### src/hw/ags_pkg.sv
`default_nettype none
// ==========================================================
// shared constants of the active group selector
package ags_pkg;
   localparam int unsigned NBANK      = 6;
   localparam int unsigned BW         = 3;   // bank number width
   localparam int unsigned TW         = 16;  // timer setting width
   localparam int unsigned AW         = 8;   // apb address width

   // ==========================================================
   // register byte offsets
   localparam logic [7:0] OFS_CTRL    = 8'h00;
   localparam logic [7:0] OFS_QUAL    = 8'h04;
   localparam logic [7:0] OFS_GATE    = 8'h08;
   localparam logic [7:0] OFS_DEBNC   = 8'h0C;
   localparam logic [7:0] OFS_CMD     = 8'h10;
   localparam logic [7:0] OFS_STATUS  = 8'h14;
   localparam logic [7:0] OFS_NVCNT   = 8'h18;
   localparam logic [7:0] OFS_EDIT    = 8'h1C;

   // ==========================================================
   // field positions
   localparam int unsigned CTRL_MODE_LSB  = 0;
   localparam int unsigned CTRL_BANKA_LSB = 4;
   localparam int unsigned CTRL_BANKB_LSB = 8;
   localparam int unsigned CMD_BANK_LSB   = 0;
   localparam int unsigned CMD_PB_BIT     = 8;
   localparam int unsigned ST_ANY_BIT     = 6;
   localparam int unsigned ST_FRZ_BIT     = 7;
   localparam int unsigned ST_FAIL_BIT    = 8;
   localparam int unsigned ST_GATE_BIT    = 9;

   // ==========================================================
   // modes and reset values
   localparam logic [1:0]  MODE_EXT   = 2'h0;  // equations from sel_eq_i
   localparam logic [1:0]  MODE_CODE  = 2'h1;  // three-input code
   localparam logic [1:0]  MODE_PULSE = 2'h2;  // single pulse input toggles A/B
   localparam logic [1:0]  RST_MODE   = 2'h0;
   localparam logic [2:0]  RST_BANKA  = 3'h1;
   localparam logic [2:0]  RST_BANKB  = 3'h4;
   localparam logic [15:0] RST_QUAL   = 16'h0004;
   localparam logic [15:0] RST_GATE   = 16'h0010;
   localparam logic [15:0] RST_DEBNC  = 16'h0002;
   localparam logic [15:0] QUAL_MAX   = 16'h3E80; // 16000 cycles
   localparam logic [2:0]  BANK_DFLT  = 3'h1;
endpackage
`default_nettype wire

### src/hw/ags_hold_timer.sv
`default_nettype none
// ==========================================================
// pickup timer: q follows in after in held limit_i+1 cycles;
// SYMM=1 delays the fall the same way (debounce), SYMM=0 drops at once
module ags_hold_timer #(
   parameter int unsigned CW   = 16,
   parameter bit          SYMM = 1'b0
) (
   input  wire logic          mclk_i,    // clock
   input  wire logic          resetn_i,  // async reset, low
   input  wire logic          clr_i,     // synchronous clear
   input  wire logic          in_i,      // timer input
   input  wire logic [CW-1:0] limit_i,   // pickup count
   output logic               q_o        // timer output
);
   logic [CW-1:0] cnt;
   logic          q;
   wire  logic    differ   = in_i != q;
   wire  logic    drop_now = !SYMM && !in_i;
   wire  logic    expire   = cnt >= limit_i;

   always_ff @(posedge mclk_i or negedge resetn_i) begin
      if (!resetn_i) begin
         q   <= 1'b0;
         cnt <= '0;
      end else if (clr_i || drop_now) begin
         q   <= 1'b0;
         cnt <= '0;
      end else if (differ && expire) begin
         q   <= in_i;
         cnt <= '0;
      end else if (differ) begin
         cnt <= cnt + 1'b1;
      end else begin
         cnt <= '0;
      end
   end
   assign q_o = q;

   a_pickup_held: assert property (@(posedge mclk_i) disable iff (!resetn_i)
      $rose(q_o) |-> $past(in_i) && $past(differ) && $past(expire))
      else $error("timer output rose without a held input");
endmodule // ags_hold_timer
`default_nettype wire

### src/hw/ags_group_sel.sv
`default_nettype none
// Operation
// all logic timers reset on bank change
// short select pulses never switch banks
// new bank flag set, old cleared
// timer asserts after continuous pickup time
// gate pickup longer than select pulse
// three-input code decodes banks one to six
// no select keeps last bank active
// no select lets command or pushbutton switch
// active bank restored after power cycle
// edit of other bank leaves protection running
// edited select equations are re-evaluated
// store bank on change, report endurance failure
// keep changes near ten per day
// equations must not cycle continuously
// every select contact input is debounced
// rotary selector qualify delay 180-300 cycles
// exactly one of six banks active
// qualify delay programmable up to 16000
// freeze outputs and reset timers while switching
// any select blocks command and pushbutton
// lowest qualified bank wins ties
module ags_group_sel #(
   parameter int unsigned FREEZE_CYC     = 16,
   parameter int unsigned NV_WRITE_LIMIT = 100000
) (
   input  wire logic        mclk_i,                // 250 MHz clock
   input  wire logic        resetn_i,              // async reset, low
   input  wire logic        psel_i,                // apb select
   input  wire logic        penable_i,             // apb enable
   input  wire logic        pwrite_i,              // apb write
   input  wire logic [7:0]  paddr_i,               // apb byte address
   input  wire logic [31:0] pwdata_i,              // apb write data
   output logic      [31:0] prdata_o,              // apb read data
   output logic             pready_o,              // apb ready
   output logic             pslverr_o,             // apb error
   input  wire logic [5:0]  sel_eq_i,              // external select equations
   input  wire logic [2:0]  select_input_i,        // coded select contacts
   input  wire logic        pulse_select_input_i,  // pulsed select contact
   input  wire logic [2:0]  nv_restore_i,          // stored bank at power-up
   output logic             nv_wr_o,               // store strobe
   output logic      [2:0]  nv_data_o,             // bank number stored
   output logic             nv_fail_o,             // endurance exhausted
   output logic      [5:0]  active_flag_o,         // one-hot active bank
   output logic             freeze_o,              // output contacts frozen
   output logic             timer_reset_o          // reset logic timers
);
   localparam int unsigned NB = ags_pkg::NBANK;
   localparam int unsigned TW = ags_pkg::TW;

   typedef enum logic [1:0] {AGS_INIT, AGS_RUN, AGS_SWITCH} ags_state_t;

   // ==========================================================
   // registers
   ags_state_t     state;
   logic [2:0]     active;     // zero-based bank index
   logic [1:0]     mode;
   logic [2:0]     bank_a;
   logic [2:0]     bank_b;
   logic [TW-1:0]  qual_dly;
   logic [TW-1:0]  gate_pu;
   logic [TW-1:0]  debnc;
   logic [15:0]    frz_cnt;
   logic [31:0]    nv_cnt;
   logic           nv_fail;
   logic           nv_wr;
   logic           reload;
   logic [31:0]    prdata;

   // ==========================================================
   // apb decode
   wire logic acc      = psel_i && penable_i;
   wire logic wr       = acc && pwrite_i;
   wire logic hit_ctrl = paddr_i == ags_pkg::OFS_CTRL;
   wire logic hit_qual = paddr_i == ags_pkg::OFS_QUAL;
   wire logic hit_gate = paddr_i == ags_pkg::OFS_GATE;
   wire logic hit_deb  = paddr_i == ags_pkg::OFS_DEBNC;
   wire logic hit_cmd  = paddr_i == ags_pkg::OFS_CMD;
   wire logic hit_st   = paddr_i == ags_pkg::OFS_STATUS;
   wire logic hit_nvc  = paddr_i == ags_pkg::OFS_NVCNT;
   wire logic hit_edit = paddr_i == ags_pkg::OFS_EDIT;
   wire logic mapped   = hit_ctrl | hit_qual | hit_gate | hit_deb | hit_cmd |
                         hit_st | hit_nvc | hit_edit;

   wire logic [2:0]  cmd_bank = pwdata_i[ags_pkg::CMD_BANK_LSB +: 3];
   wire logic        cmd_pb   = pwdata_i[ags_pkg::CMD_PB_BIT];
   wire logic [2:0]  edit_bnk = pwdata_i[2:0];
   wire logic [15:0] wq       = pwdata_i[15:0];
   wire logic [15:0] wq_clamp = (wq > ags_pkg::QUAL_MAX) ? ags_pkg::QUAL_MAX : wq;

   // ==========================================================
   // input debounce: three coded contacts and the pulse contact
   logic [3:0] raw_in;
   logic [3:0] deb_in;
   assign raw_in = {pulse_select_input_i, select_input_i};
   for (genvar g = 0; g < 4; g++) begin : g_deb
      ags_hold_timer #(.CW(TW), .SYMM(1'b1)) u_deb (
         .mclk_i   (mclk_i),
         .resetn_i (resetn_i),
         .clr_i    (1'b0),
         .in_i     (raw_in[g]),
         .limit_i  (debnc),
         .q_o      (deb_in[g])
      );
   end
   wire logic [2:0] code    = deb_in[2:0];
   wire logic       pulse_d = deb_in[3];

   // ==========================================================
   // select equations per mode
   logic [5:0] onehot;
   logic [5:0] eq;
   logic       gate_out;
   logic       tclr;
   wire  logic [5:0] bit_a  = 6'h01 << bank_a;
   wire  logic [5:0] bit_b  = 6'h01 << bank_b;
   wire  logic [5:0] code_eq = (code == 3'h0 || code == 3'h7) ? 6'h00
                                : (6'h01 << (code - 3'h1));
   wire  logic in_a  = onehot == bit_a;
   wire  logic in_b  = onehot == bit_b;
   wire  logic [5:0] pulse_eq = (pulse_d && gate_out && in_a) ? bit_b
                              : (pulse_d && gate_out && in_b) ? bit_a : 6'h00;
   assign eq = (mode == ags_pkg::MODE_CODE)  ? code_eq
             : (mode == ags_pkg::MODE_PULSE) ? pulse_eq
             : (mode == ags_pkg::MODE_EXT)   ? sel_eq_i : 6'h00;
   assign onehot = 6'h01 << active;

   // gate timer fed by the pulse scheme's active flag
   wire logic gate_in = in_a | in_b;
   ags_hold_timer #(.CW(TW), .SYMM(1'b0)) u_gate (
      .mclk_i   (mclk_i),
      .resetn_i (resetn_i),
      .clr_i    (tclr),
      .in_i     (gate_in),
      .limit_i  (gate_pu),
      .q_o      (gate_out)
   );

   // ==========================================================
   // per-bank qualify timers; own bank never needs qualifying
   logic [5:0] qual;
   for (genvar b = 0; b < NB; b++) begin : g_qual
      ags_hold_timer #(.CW(TW), .SYMM(1'b0)) u_q (
         .mclk_i   (mclk_i),
         .resetn_i (resetn_i),
         .clr_i    (tclr),
         .in_i     (eq[b] && !onehot[b]),
         .limit_i  (qual_dly),
         .q_o      (qual[b])
      );
   end

   // lowest qualified bank wins
   logic [2:0] pick;
   always_comb begin
      pick = 3'h0;
      for (int i = NB - 1; i >= 0; i--) begin
         if (qual[i]) begin
            pick = i[2:0];
         end
      end
   end

   // ==========================================================
   // change decision
   wire logic any_eq  = |eq;
   wire logic own_eq  = |(eq & onehot);
   wire logic run     = state == AGS_RUN;
   wire logic eq_go   = !own_eq && |qual;
   wire logic cmd_ok  = wr && hit_cmd && !any_eq;
   wire logic cmd_go  = cmd_ok && !cmd_pb && cmd_bank >= 3'h1 && cmd_bank <= 3'h6;
   wire logic pb_go   = cmd_ok && cmd_pb;
   wire logic [2:0] pb_next  = (active == 3'h5) ? 3'h0 : active + 3'h1;
   wire logic [2:0] target   = eq_go ? pick
                              : pb_go ? pb_next : cmd_bank - 3'h1;
   wire logic start = run && (eq_go || cmd_go || pb_go) && target != active;
   wire logic frz_done = frz_cnt == 16'(FREEZE_CYC - 1);
   wire logic [2:0] rst_bank = (nv_restore_i >= 3'h1 && nv_restore_i <= 3'h6)
                              ? nv_restore_i - 3'h1 : ags_pkg::BANK_DFLT - 3'h1;
   wire logic edit_own  = wr && hit_edit && edit_bnk == active + 3'h1;

   // ==========================================================
   // state and active bank
   always_ff @(posedge mclk_i or negedge resetn_i) begin
      if (!resetn_i) begin
         state   <= AGS_INIT;
         active  <= 3'h0;
         frz_cnt <= '0;
      end else begin
         case (state)
            AGS_INIT: begin
               active <= rst_bank;
               state  <= AGS_RUN;
            end
            AGS_RUN: begin
               if (start) begin
                  active  <= target;
                  frz_cnt <= '0;
                  state   <= AGS_SWITCH;
               end
            end
            AGS_SWITCH: begin
               frz_cnt <= frz_cnt + 16'h0001;
               if (frz_done) begin
                  state <= AGS_RUN;
               end
            end
            default: state <= AGS_INIT;
         endcase
      end
   end

   // timers cleared during a change and on reload of the active bank
   assign tclr = (state == AGS_SWITCH) || reload;

   // ==========================================================
   // nonvolatile store and endurance
   always_ff @(posedge mclk_i or negedge resetn_i) begin
      if (!resetn_i) begin
         nv_wr   <= 1'b0;
         nv_data_o <= 3'h0;
         nv_cnt  <= '0;
         nv_fail <= 1'b0;
         reload  <= 1'b0;
      end else begin
         nv_wr  <= start;
         reload <= edit_own;
         if (start) begin
            nv_data_o <= target + 3'h1;
            if (nv_cnt != 32'hFFFF_FFFF) begin
               nv_cnt <= nv_cnt + 32'h1;
            end
         end
         if (nv_cnt >= NV_WRITE_LIMIT) begin
            nv_fail <= 1'b1;
         end
      end
   end

   // ==========================================================
   // writable settings; a write to CTRL may retarget equations at once
   always_ff @(posedge mclk_i or negedge resetn_i) begin
      if (!resetn_i) begin
         mode     <= ags_pkg::RST_MODE;
         bank_a   <= ags_pkg::RST_BANKA - 3'h1;
         bank_b   <= ags_pkg::RST_BANKB - 3'h1;
         qual_dly <= ags_pkg::RST_QUAL;
         gate_pu  <= ags_pkg::RST_GATE;
         debnc    <= ags_pkg::RST_DEBNC;
      end else if (wr) begin
         if (hit_ctrl) begin
            mode   <= pwdata_i[ags_pkg::CTRL_MODE_LSB +: 2];
            bank_a <= pwdata_i[ags_pkg::CTRL_BANKA_LSB +: 3] - 3'h1;
            bank_b <= pwdata_i[ags_pkg::CTRL_BANKB_LSB +: 3] - 3'h1;
         end else if (hit_qual) begin
            qual_dly <= wq_clamp;
         end else if (hit_gate) begin
            gate_pu <= wq;
         end else if (hit_deb) begin
            debnc <= wq;
         end
      end
   end

   // ==========================================================
   // read data
   wire logic [31:0] rd_ctrl = {20'h0, 1'b0, bank_b + 3'h1, 1'b0, bank_a + 3'h1, 2'h0, mode};
   wire logic [31:0] rd_st   = {22'h0, gate_out, nv_fail, freeze_o, any_eq, onehot};
   wire logic [31:0] rd_mux  = hit_ctrl ? rd_ctrl
                             : hit_qual ? {16'h0, qual_dly}
                             : hit_gate ? {16'h0, gate_pu}
                             : hit_deb  ? {16'h0, debnc}
                             : hit_st   ? rd_st
                             : hit_nvc  ? nv_cnt : 32'h0;
   always_ff @(posedge mclk_i or negedge resetn_i) begin
      if (!resetn_i) begin
         prdata <= 32'h0;
      end else if (psel_i && !penable_i && !pwrite_i) begin
         prdata <= rd_mux;
      end
   end

   assign prdata_o      = prdata;
   assign pready_o      = 1'b1;
   assign pslverr_o     = acc && !mapped;
   assign nv_wr_o       = nv_wr;
   assign nv_fail_o     = nv_fail;
   assign active_flag_o = (state == AGS_INIT) ? 6'h00 : onehot;
   assign freeze_o      = state == AGS_SWITCH;
   assign timer_reset_o = tclr;

   // ==========================================================
   // checks
   logic [15:0] frz_len;
   always_ff @(posedge mclk_i or negedge resetn_i) begin
      if (!resetn_i) begin
         frz_len <= '0;
      end else begin
         frz_len <= freeze_o ? frz_len + 16'h0001 : 16'h0000;
      end
   end

   a_one_hot_bank: assert property (@(posedge mclk_i) disable iff (!resetn_i)
      state != AGS_INIT |-> $onehot(active_flag_o))
      else $error("active flags not one-hot");
   a_switch_cause: assert property (@(posedge mclk_i) disable iff (!resetn_i)
      $past(state) == AGS_RUN && $changed(active) |-> $past(|qual) || $past(cmd_ok))
      else $error("bank changed without a qualified select or command");
   a_hold_no_select: assert property (@(posedge mclk_i) disable iff (!resetn_i)
      run && !any_eq && !wr |=> $stable(active))
      else $error("bank moved with no select and no command");
   a_cmd_blocked: assert property (@(posedge mclk_i) disable iff (!resetn_i)
      run && any_eq && !eq_go |=> $stable(active))
      else $error("command honoured while a select is asserted");
   a_timers_cleared: assert property (@(posedge mclk_i) disable iff (!resetn_i)
      start |=> timer_reset_o && freeze_o ##1 timer_reset_o)
      else $error("timers not reset on bank change");
   a_freeze_length: assert property (@(posedge mclk_i) disable iff (!resetn_i)
      $fell(freeze_o) |-> frz_len == 16'(FREEZE_CYC))
      else $error("freeze did not last the set time");
   a_nv_on_change: assert property (@(posedge mclk_i) disable iff (!resetn_i)
      start |=> nv_wr_o && nv_data_o == active + 3'h1)
      else $error("bank change not stored");
   a_lowest_wins: assert property (@(posedge mclk_i) disable iff (!resetn_i)
      start && eq_go |=> active == $past(pick) && ($past(qual) & (6'h01 << active) - 6'h01) == 6'h00)
      else $error("a higher bank won over a lower qualified one");
   a_edit_other: assert property (@(posedge mclk_i) disable iff (!resetn_i)
      run && wr && hit_edit && !edit_own && !start |=> !freeze_o && !timer_reset_o)
      else $error("edit of another bank disturbed protection");

   c_eq_switch: cover property (@(posedge mclk_i) disable iff (!resetn_i) start && eq_go);
   c_cmd_switch: cover property (@(posedge mclk_i) disable iff (!resetn_i) start && cmd_go);
   c_pb_switch: cover property (@(posedge mclk_i) disable iff (!resetn_i) start && pb_go);
   c_pulse_toggle: cover property (@(posedge mclk_i) disable iff (!resetn_i)
      mode == ags_pkg::MODE_PULSE && start);
endmodule // ags_group_sel
`default_nettype wire

### config.mk
export PLATFORM = sky130hd
export DESIGN_NAME = ags_group_sel
export DESIGN_NICKNAME = d
export VERILOG_FILES = /design/src/hw/ags_pkg.sv /design/src/hw/ags_hold_timer.sv /design/src/hw/ags_group_sel.sv
export SDC_FILE = /design/constraint.sdc
export NUM_CORES = 1
export LEC_CHECK = 0
export BUFFER_PORTS_ARGS = -buffer_cell sky130_fd_sc_hd__buf_4
export CAP_MARGIN = 0
export CORE_MARGIN = 3
export CORE_UTILIZATION = 50
export CTS_BUF_LIST = sky130_fd_sc_hd__clkbuf_4 sky130_fd_sc_hd__clkbuf_8
export DETAILED_ROUTE_END_ITERATION = 6
export PLACE_DENSITY_LB_ADDON = 0.3
export SLEW_MARGIN = 20
export SYNTH_ARGS = -nofsm -noshare
export SYNTH_HDL_FRONTEND = slang
export SYNTH_HIERARCHICAL = 1
export SYNTH_SLANG_ARGS = --single-unit
### constraint.sdc
create_clock -name mclk_i -period 5.7 [get_ports mclk_i]
set_input_delay 0.285 -clock mclk_i [delete_from_list [all_inputs] [get_ports mclk_i]]
set_output_delay 0.285 -clock mclk_i [all_outputs]
set_load 0.1 [all_outputs]
==> results_tabular.tex <==
\begin{tabular}{lr}
\hline
Metric & Value \\
\hline
\multicolumn{2}{l}{\textbf{Synth}} \\
Post-synth ARST share & 100.0\% \\
EDFF count, synth & 0 \\
Synth Instances & 2349 \\
Area leader, netlist & sky130\_fd\_sc\_hd\_\_dfrtp\_1 \\
Post-Syn Area per Cell & 9.419 um\^{}2 \\
Portion of the post-synthesis area used by sequential elements & 37.80\% \\
Yosys reg bits & 334 \\
Largest cells by area after synthesis & sky130\_fd\_sc\_hd\_\_dfrtp\_1, sky130\_fd\_sc\_hd\_\_ha\_1, sky130\_fd\_sc\_hd\_\_xnor2\_1 \\
Post-synthesis instance area & 22120 um\^{}2 \\
Share of the synthesized area in the top cell type & 37.21\% \\
Count of distinct cell types in the synthesized netlist & 103 \\
Synthesis warning total & 6 \\
Ys flop type & sky130\_fd\_sc\_hd\_\_dfrtp\_1 \\
\multicolumn{2}{l}{\textbf{Timing}} \\
Final Slew Violations & 0 \\
Setup repair after global routing missed its margin & no \\
Maximum frequency from static timing analysis & 215.7 MHz \\
Final-report setup violation count & 0 \\
Measured slew at the worst slew-check pin & 1065 ps \\
Worst setup margin & 1064 ps \\
Final-layout setup total negative slack & 0 ps \\
Worst slew slack as a fraction of its limit & 28.73\% \\
Minimum hold slack & 99.27 ps \\
Worst clock skew on the final layout & 46.29 ps \\
Final Hold Viols & 0 \\
Minimum clock period & 4636 ps \\
Fraction of the cycle the final worst path needs & 81.34\% \\
\multicolumn{2}{l}{\textbf{Final layout}} \\
FF+latch area & 8364 um\^{}2 \\
Final core area utilization & 57.25\% \\
Final \#Nets & 2758 \\
Antenna diode instance count & 0 \\
Layout overhead on the synthesized area & 12.20\% \\
Layout fillers & 3829 \\
Fraction of layout instances using a drive strength above 1 & 14.36\% \\
Highest-count cells in the layout ignoring fill and taps & sky130\_fd\_sc\_hd\_\_dfrtp\_1, sky130\_fd\_sc\_hd\_\_inv\_1, sky130\_fd\_sc\_hd\_\_ha\_1 \\
Multi-input gate area in the final layout & 12540 um\^{}2 \\
Leading cell type in the layout, fill and taps excluded & sky130\_fd\_sc\_hd\_\_dfrtp\_1 \\
\multicolumn{2}{l}{\textbf{Clock network}} \\
Cell chosen for the clock root & sky130\_fd\_sc\_hd\_\_clkbuf\_8 \\
Skew-Pair Late Insertion Delay & 690 ps \\
CTS sink count & 334 \\
TritonCTS clock tree & done \\
Max Buffers Root-to-Sink & 3 \\
TritonCTS buffer count & 59 \\
Clock-pin slew on the worst setup and hold paths & 60 ps \\
Number of H-tree branching levels & 2 \\
\multicolumn{2}{l}{\textbf{Worst setup path}} \\
CP Launch Type & flop \\
Number of buffer and inverter instances along the worst setup path & 2 \\
Highest fanout seen on the critical path & 29 \\
Data arrival at the endpoint of the critical path & 5170 ps \\
Worst reg2reg startpoint & active[0] \\
CP max stage cell & sky130\_fd\_sc\_hd\_\_or4\_1 \\
Register-to-register setup slack & 1060 ps \\
Type of destination of the critical path & flop \\
Logic depth of the worst register-to-register path & 14 \\
Worst r2r dst & active[0] \\
Cell count along the critical path & 14 \\
Cell type group with the largest total delay on the critical path & compound AO/OA/AOI/OAI gates \\
Crit path largest cell delay & 550 ps \\
Required arrival time at the worst endpoint & 6230 ps \\
WS Path Type & flop to flop \\
Critical Path, Cell by Cell & inv\_1, ha\_1, or4\_1, o41a\_1, a211o\_1, a211oi\_2, a221o\_1, nor3\_1, o31ai\_2, xnor2\_1, a221oi\_4, buf\_4, o21ai\_2, mux2\_1 \\
\multicolumn{2}{l}{\textbf{Hold path}} \\
Min-delay src & pwdata\_i[1] \\
Cell depth of the worst hold path & 3 \\
Worst min-delay path category & primary input to flop \\
Hold path endpoint & gate\_pu[1] \\
\multicolumn{2}{l}{\textbf{Power and ir drop}} \\
Leak Pwr & 0.01048 uW \\
Pwr Density & 288.3 nW/um\^{}2 \\
Worst supply voltage drop on vdd & 0.2356 mV \\
Total Power Consumption & 7157 uW \\
\multicolumn{2}{l}{\textbf{Route}} \\
Remaining number of nets flagged by the antenna check after routing & 0 \\
Via count of the routed design & 18150 \\
Detailed-router iteration count before antenna repair & 5 \\
Average vias per placed instance & 5.832 \\
Final Routed Wirelength & 60710 um \\
Final routed DRC violation total & 0 \\
Routed length per instance & 19.51 um \\
DRC violation total after the first TritonRoute iteration & 1664 \\
\multicolumn{2}{l}{\textbf{Place}} \\
Setup Slack @ Placement & 1120 ps \\
Global placer's final weighted congestion & 0.9201 \\
Buffers on Ports & 87 \\
Detailed Place HPWL & 42930 um \\
\multicolumn{2}{l}{\textbf{Global routing}} \\
Antenna violations before repair & 0 \\
GR Overflow Total & 0 \\
GRT Util Overall & 26.00\% \\
Via count of the first global-routing pass & 18130 \\
Pin count of the biggest net entering global routing & 145 \\
Wire length of the first global-routing pass & 97950 um \\
\multicolumn{2}{l}{\textbf{Floorplanning}} \\
Initial standard-cell utilization of the core & 51.02\% \\
Number of top-level pins & 105 \\
Overall die area & 46810 um\^{}2 \\
Core outline area & 43360 um\^{}2 \\
Horizontal extent of the die & 216.4 um \\
Site Rows & 76 \\
Vert. Die Dim & 216.4 um \\
\multicolumn{2}{l}{\textbf{Status}} \\
Result of the run & complete, no violations \\
\multicolumn{2}{l}{\textbf{Run}} \\
Max-cap violation count & 0 \\
\hline
\end{tabular}
[cells in the mapped netlist, types with 7 or more instances]
cell type,n
sky130_fd_sc_hd__a311oi_1,7
sky130_fd_sc_hd__or3_1,7
sky130_fd_sc_hd__o21ai_1,9
sky130_fd_sc_hd__and3_1,33
sky130_fd_sc_hd__nand3_1,113
sky130_fd_sc_hd__a211o_1,7
sky130_fd_sc_hd__nand4_1,55
sky130_fd_sc_hd__a2111o_1,7
sky130_fd_sc_hd__nor3_1,108
sky130_fd_sc_hd__nor2b_1,11
sky130_fd_sc_hd__nand2b_1,36
sky130_fd_sc_hd__buf_2,10
sky130_fd_sc_hd__o22ai_1,9
sky130_fd_sc_hd__mux2i_1,7
sky130_fd_sc_hd__xnor2_1,122
sky130_fd_sc_hd__a221oi_1,16
sky130_fd_sc_hd__a2111oi_0,9
sky130_fd_sc_hd__o21ai_0,75
sky130_fd_sc_hd__ha_1,218
sky130_fd_sc_hd__mux2_2,21
sky130_fd_sc_hd__buf_6,11
sky130_fd_sc_hd__nor2_1,172
sky130_fd_sc_hd__inv_1,238
sky130_fd_sc_hd__a221o_1,7
sky130_fd_sc_hd__nor3_2,65
sky130_fd_sc_hd__xor2_1,82
sky130_fd_sc_hd__a21oi_1,85
sky130_fd_sc_hd__nand2_1,185
sky130_fd_sc_hd__nor2_4,8
sky130_fd_sc_hd__and2_1,10
sky130_fd_sc_hd__dfrtp_1,329
sky130_fd_sc_hd__clkbuf_1,28
sky130_fd_sc_hd__or4_1,7
sky130_fd_sc_hd__a22o_1,26
sky130_fd_sc_hd__nor4_1,44
[worst reg2reg max path: stages, from the launching register on]
cell                       delay, ps
sky130_fd_sc_hd__dfrtp_1         490
sky130_fd_sc_hd__inv_1           150
sky130_fd_sc_hd__ha_1            380
sky130_fd_sc_hd__or4_1           550
sky130_fd_sc_hd__o41a_1          140
sky130_fd_sc_hd__a211o_1         370
sky130_fd_sc_hd__a211oi_2        330
sky130_fd_sc_hd__a221o_1         290
sky130_fd_sc_hd__nor3_1          100
sky130_fd_sc_hd__o31ai_2         430
sky130_fd_sc_hd__xnor2_1         160
sky130_fd_sc_hd__a221oi_4        280
sky130_fd_sc_hd__buf_4           380
sky130_fd_sc_hd__o21ai_2         150
sky130_fd_sc_hd__mux2_1          330
[cells by family after synthesis]
family          count (synthesis)  share of synthesized area (%)
compound gates                348                          11.14
xor+xnor                      204                          8.076
fa+ha+maj                     218                          12.33
buf+inv                       299                          5.763
flops                         334                          37.80
mux                            32                          1.589
other cells                     2                        0.03394
simple gates                  912                          23.27
[power breakdown]
part | switching, uW | internal [uW]
logic | 1410 | 603
clock network | 1050 | 1390
registers | 193 | 2510
total | 2650 | 4510
[how the worst max path moves through the flow]
stage              start            to  slack (ps)
2_1_floorplan  bank_b[0]  nv_data_o[1]        1740
3_3_place_gp   active[0]     active[0]        1140
3_5_place_dp   active[0]     active[0]        1120
4_1_cts        active[0]     active[0]        1100
5_1_grt        active[0]     active[2]         830
6_report       active[0]     active[0]        1060
[timing repair]
action,CTS,global route
gates resized for setup,0,0
setup buffers,0,0
hold endpoints to repair,99,0
hold buffers,25,0
[flip-flops by register name (all words and copies together) (netlist names), 2 cells and up]
| signal | count |
|---|---|
| g_qual.u_q/cnt | 96 |
| g_deb.u_deb/cnt | 64 |
| nv_cnt | 32 |
| prdata_o | 32 |
| debnc | 16 |
| frz_cnt | 16 |
| gate_pu | 16 |
| qual_dly | 16 |
| u_gate/cnt | 16 |
| g_qual.u_q/q_o | 6 |
| g_deb.u_deb/q_o | 4 |
| active | 3 |
| bank_a | 3 |
| bank_b | 3 |
| nv_data_o | 3 |
| mode | 2 |
| state | 2 |
[final cells by class]
| type | instances | area share [%] |
|---|---|---|
| repair buffers | 122 | 4.022 |
| multi-input cells | 1726 | 50.52 |
| inverters | 239 | 3.614 |
| flip-flops and latches | 334 | 33.69 |
| well taps | 585 | 2.948 |
| clock buffers | 96 | 4.743 |
| clock inverters | 10 | 0.4637 |
[metrics by stage]
stage	instance area, um^2	cells
after detailed placement	23280	2981
after global placement	23280	2981
final	24830	3112
after global routing	24830	3112
after CTS	24830	3112
after floorplan	22160	2359
[metal layers]
| layer | global-route usage, % | routed length, um | part of all wire (%) | up-vias |
|---|---|---|---|---|
| li1 | - | - | - | 8559 |
| met1 | 33.76 | 25880 | 43 | 8909 |
| met2 | 43.57 | 28930 | 48 | 542 |
| met3 | 4.753 | 3862 | 6.4 | 138 |
| met4 | 9.564 | 2042 | 3.4 | 0 |
| met5 | 0 | 0 | 0 | - |
Note: power is estimated with default switching activity, not from simulation.
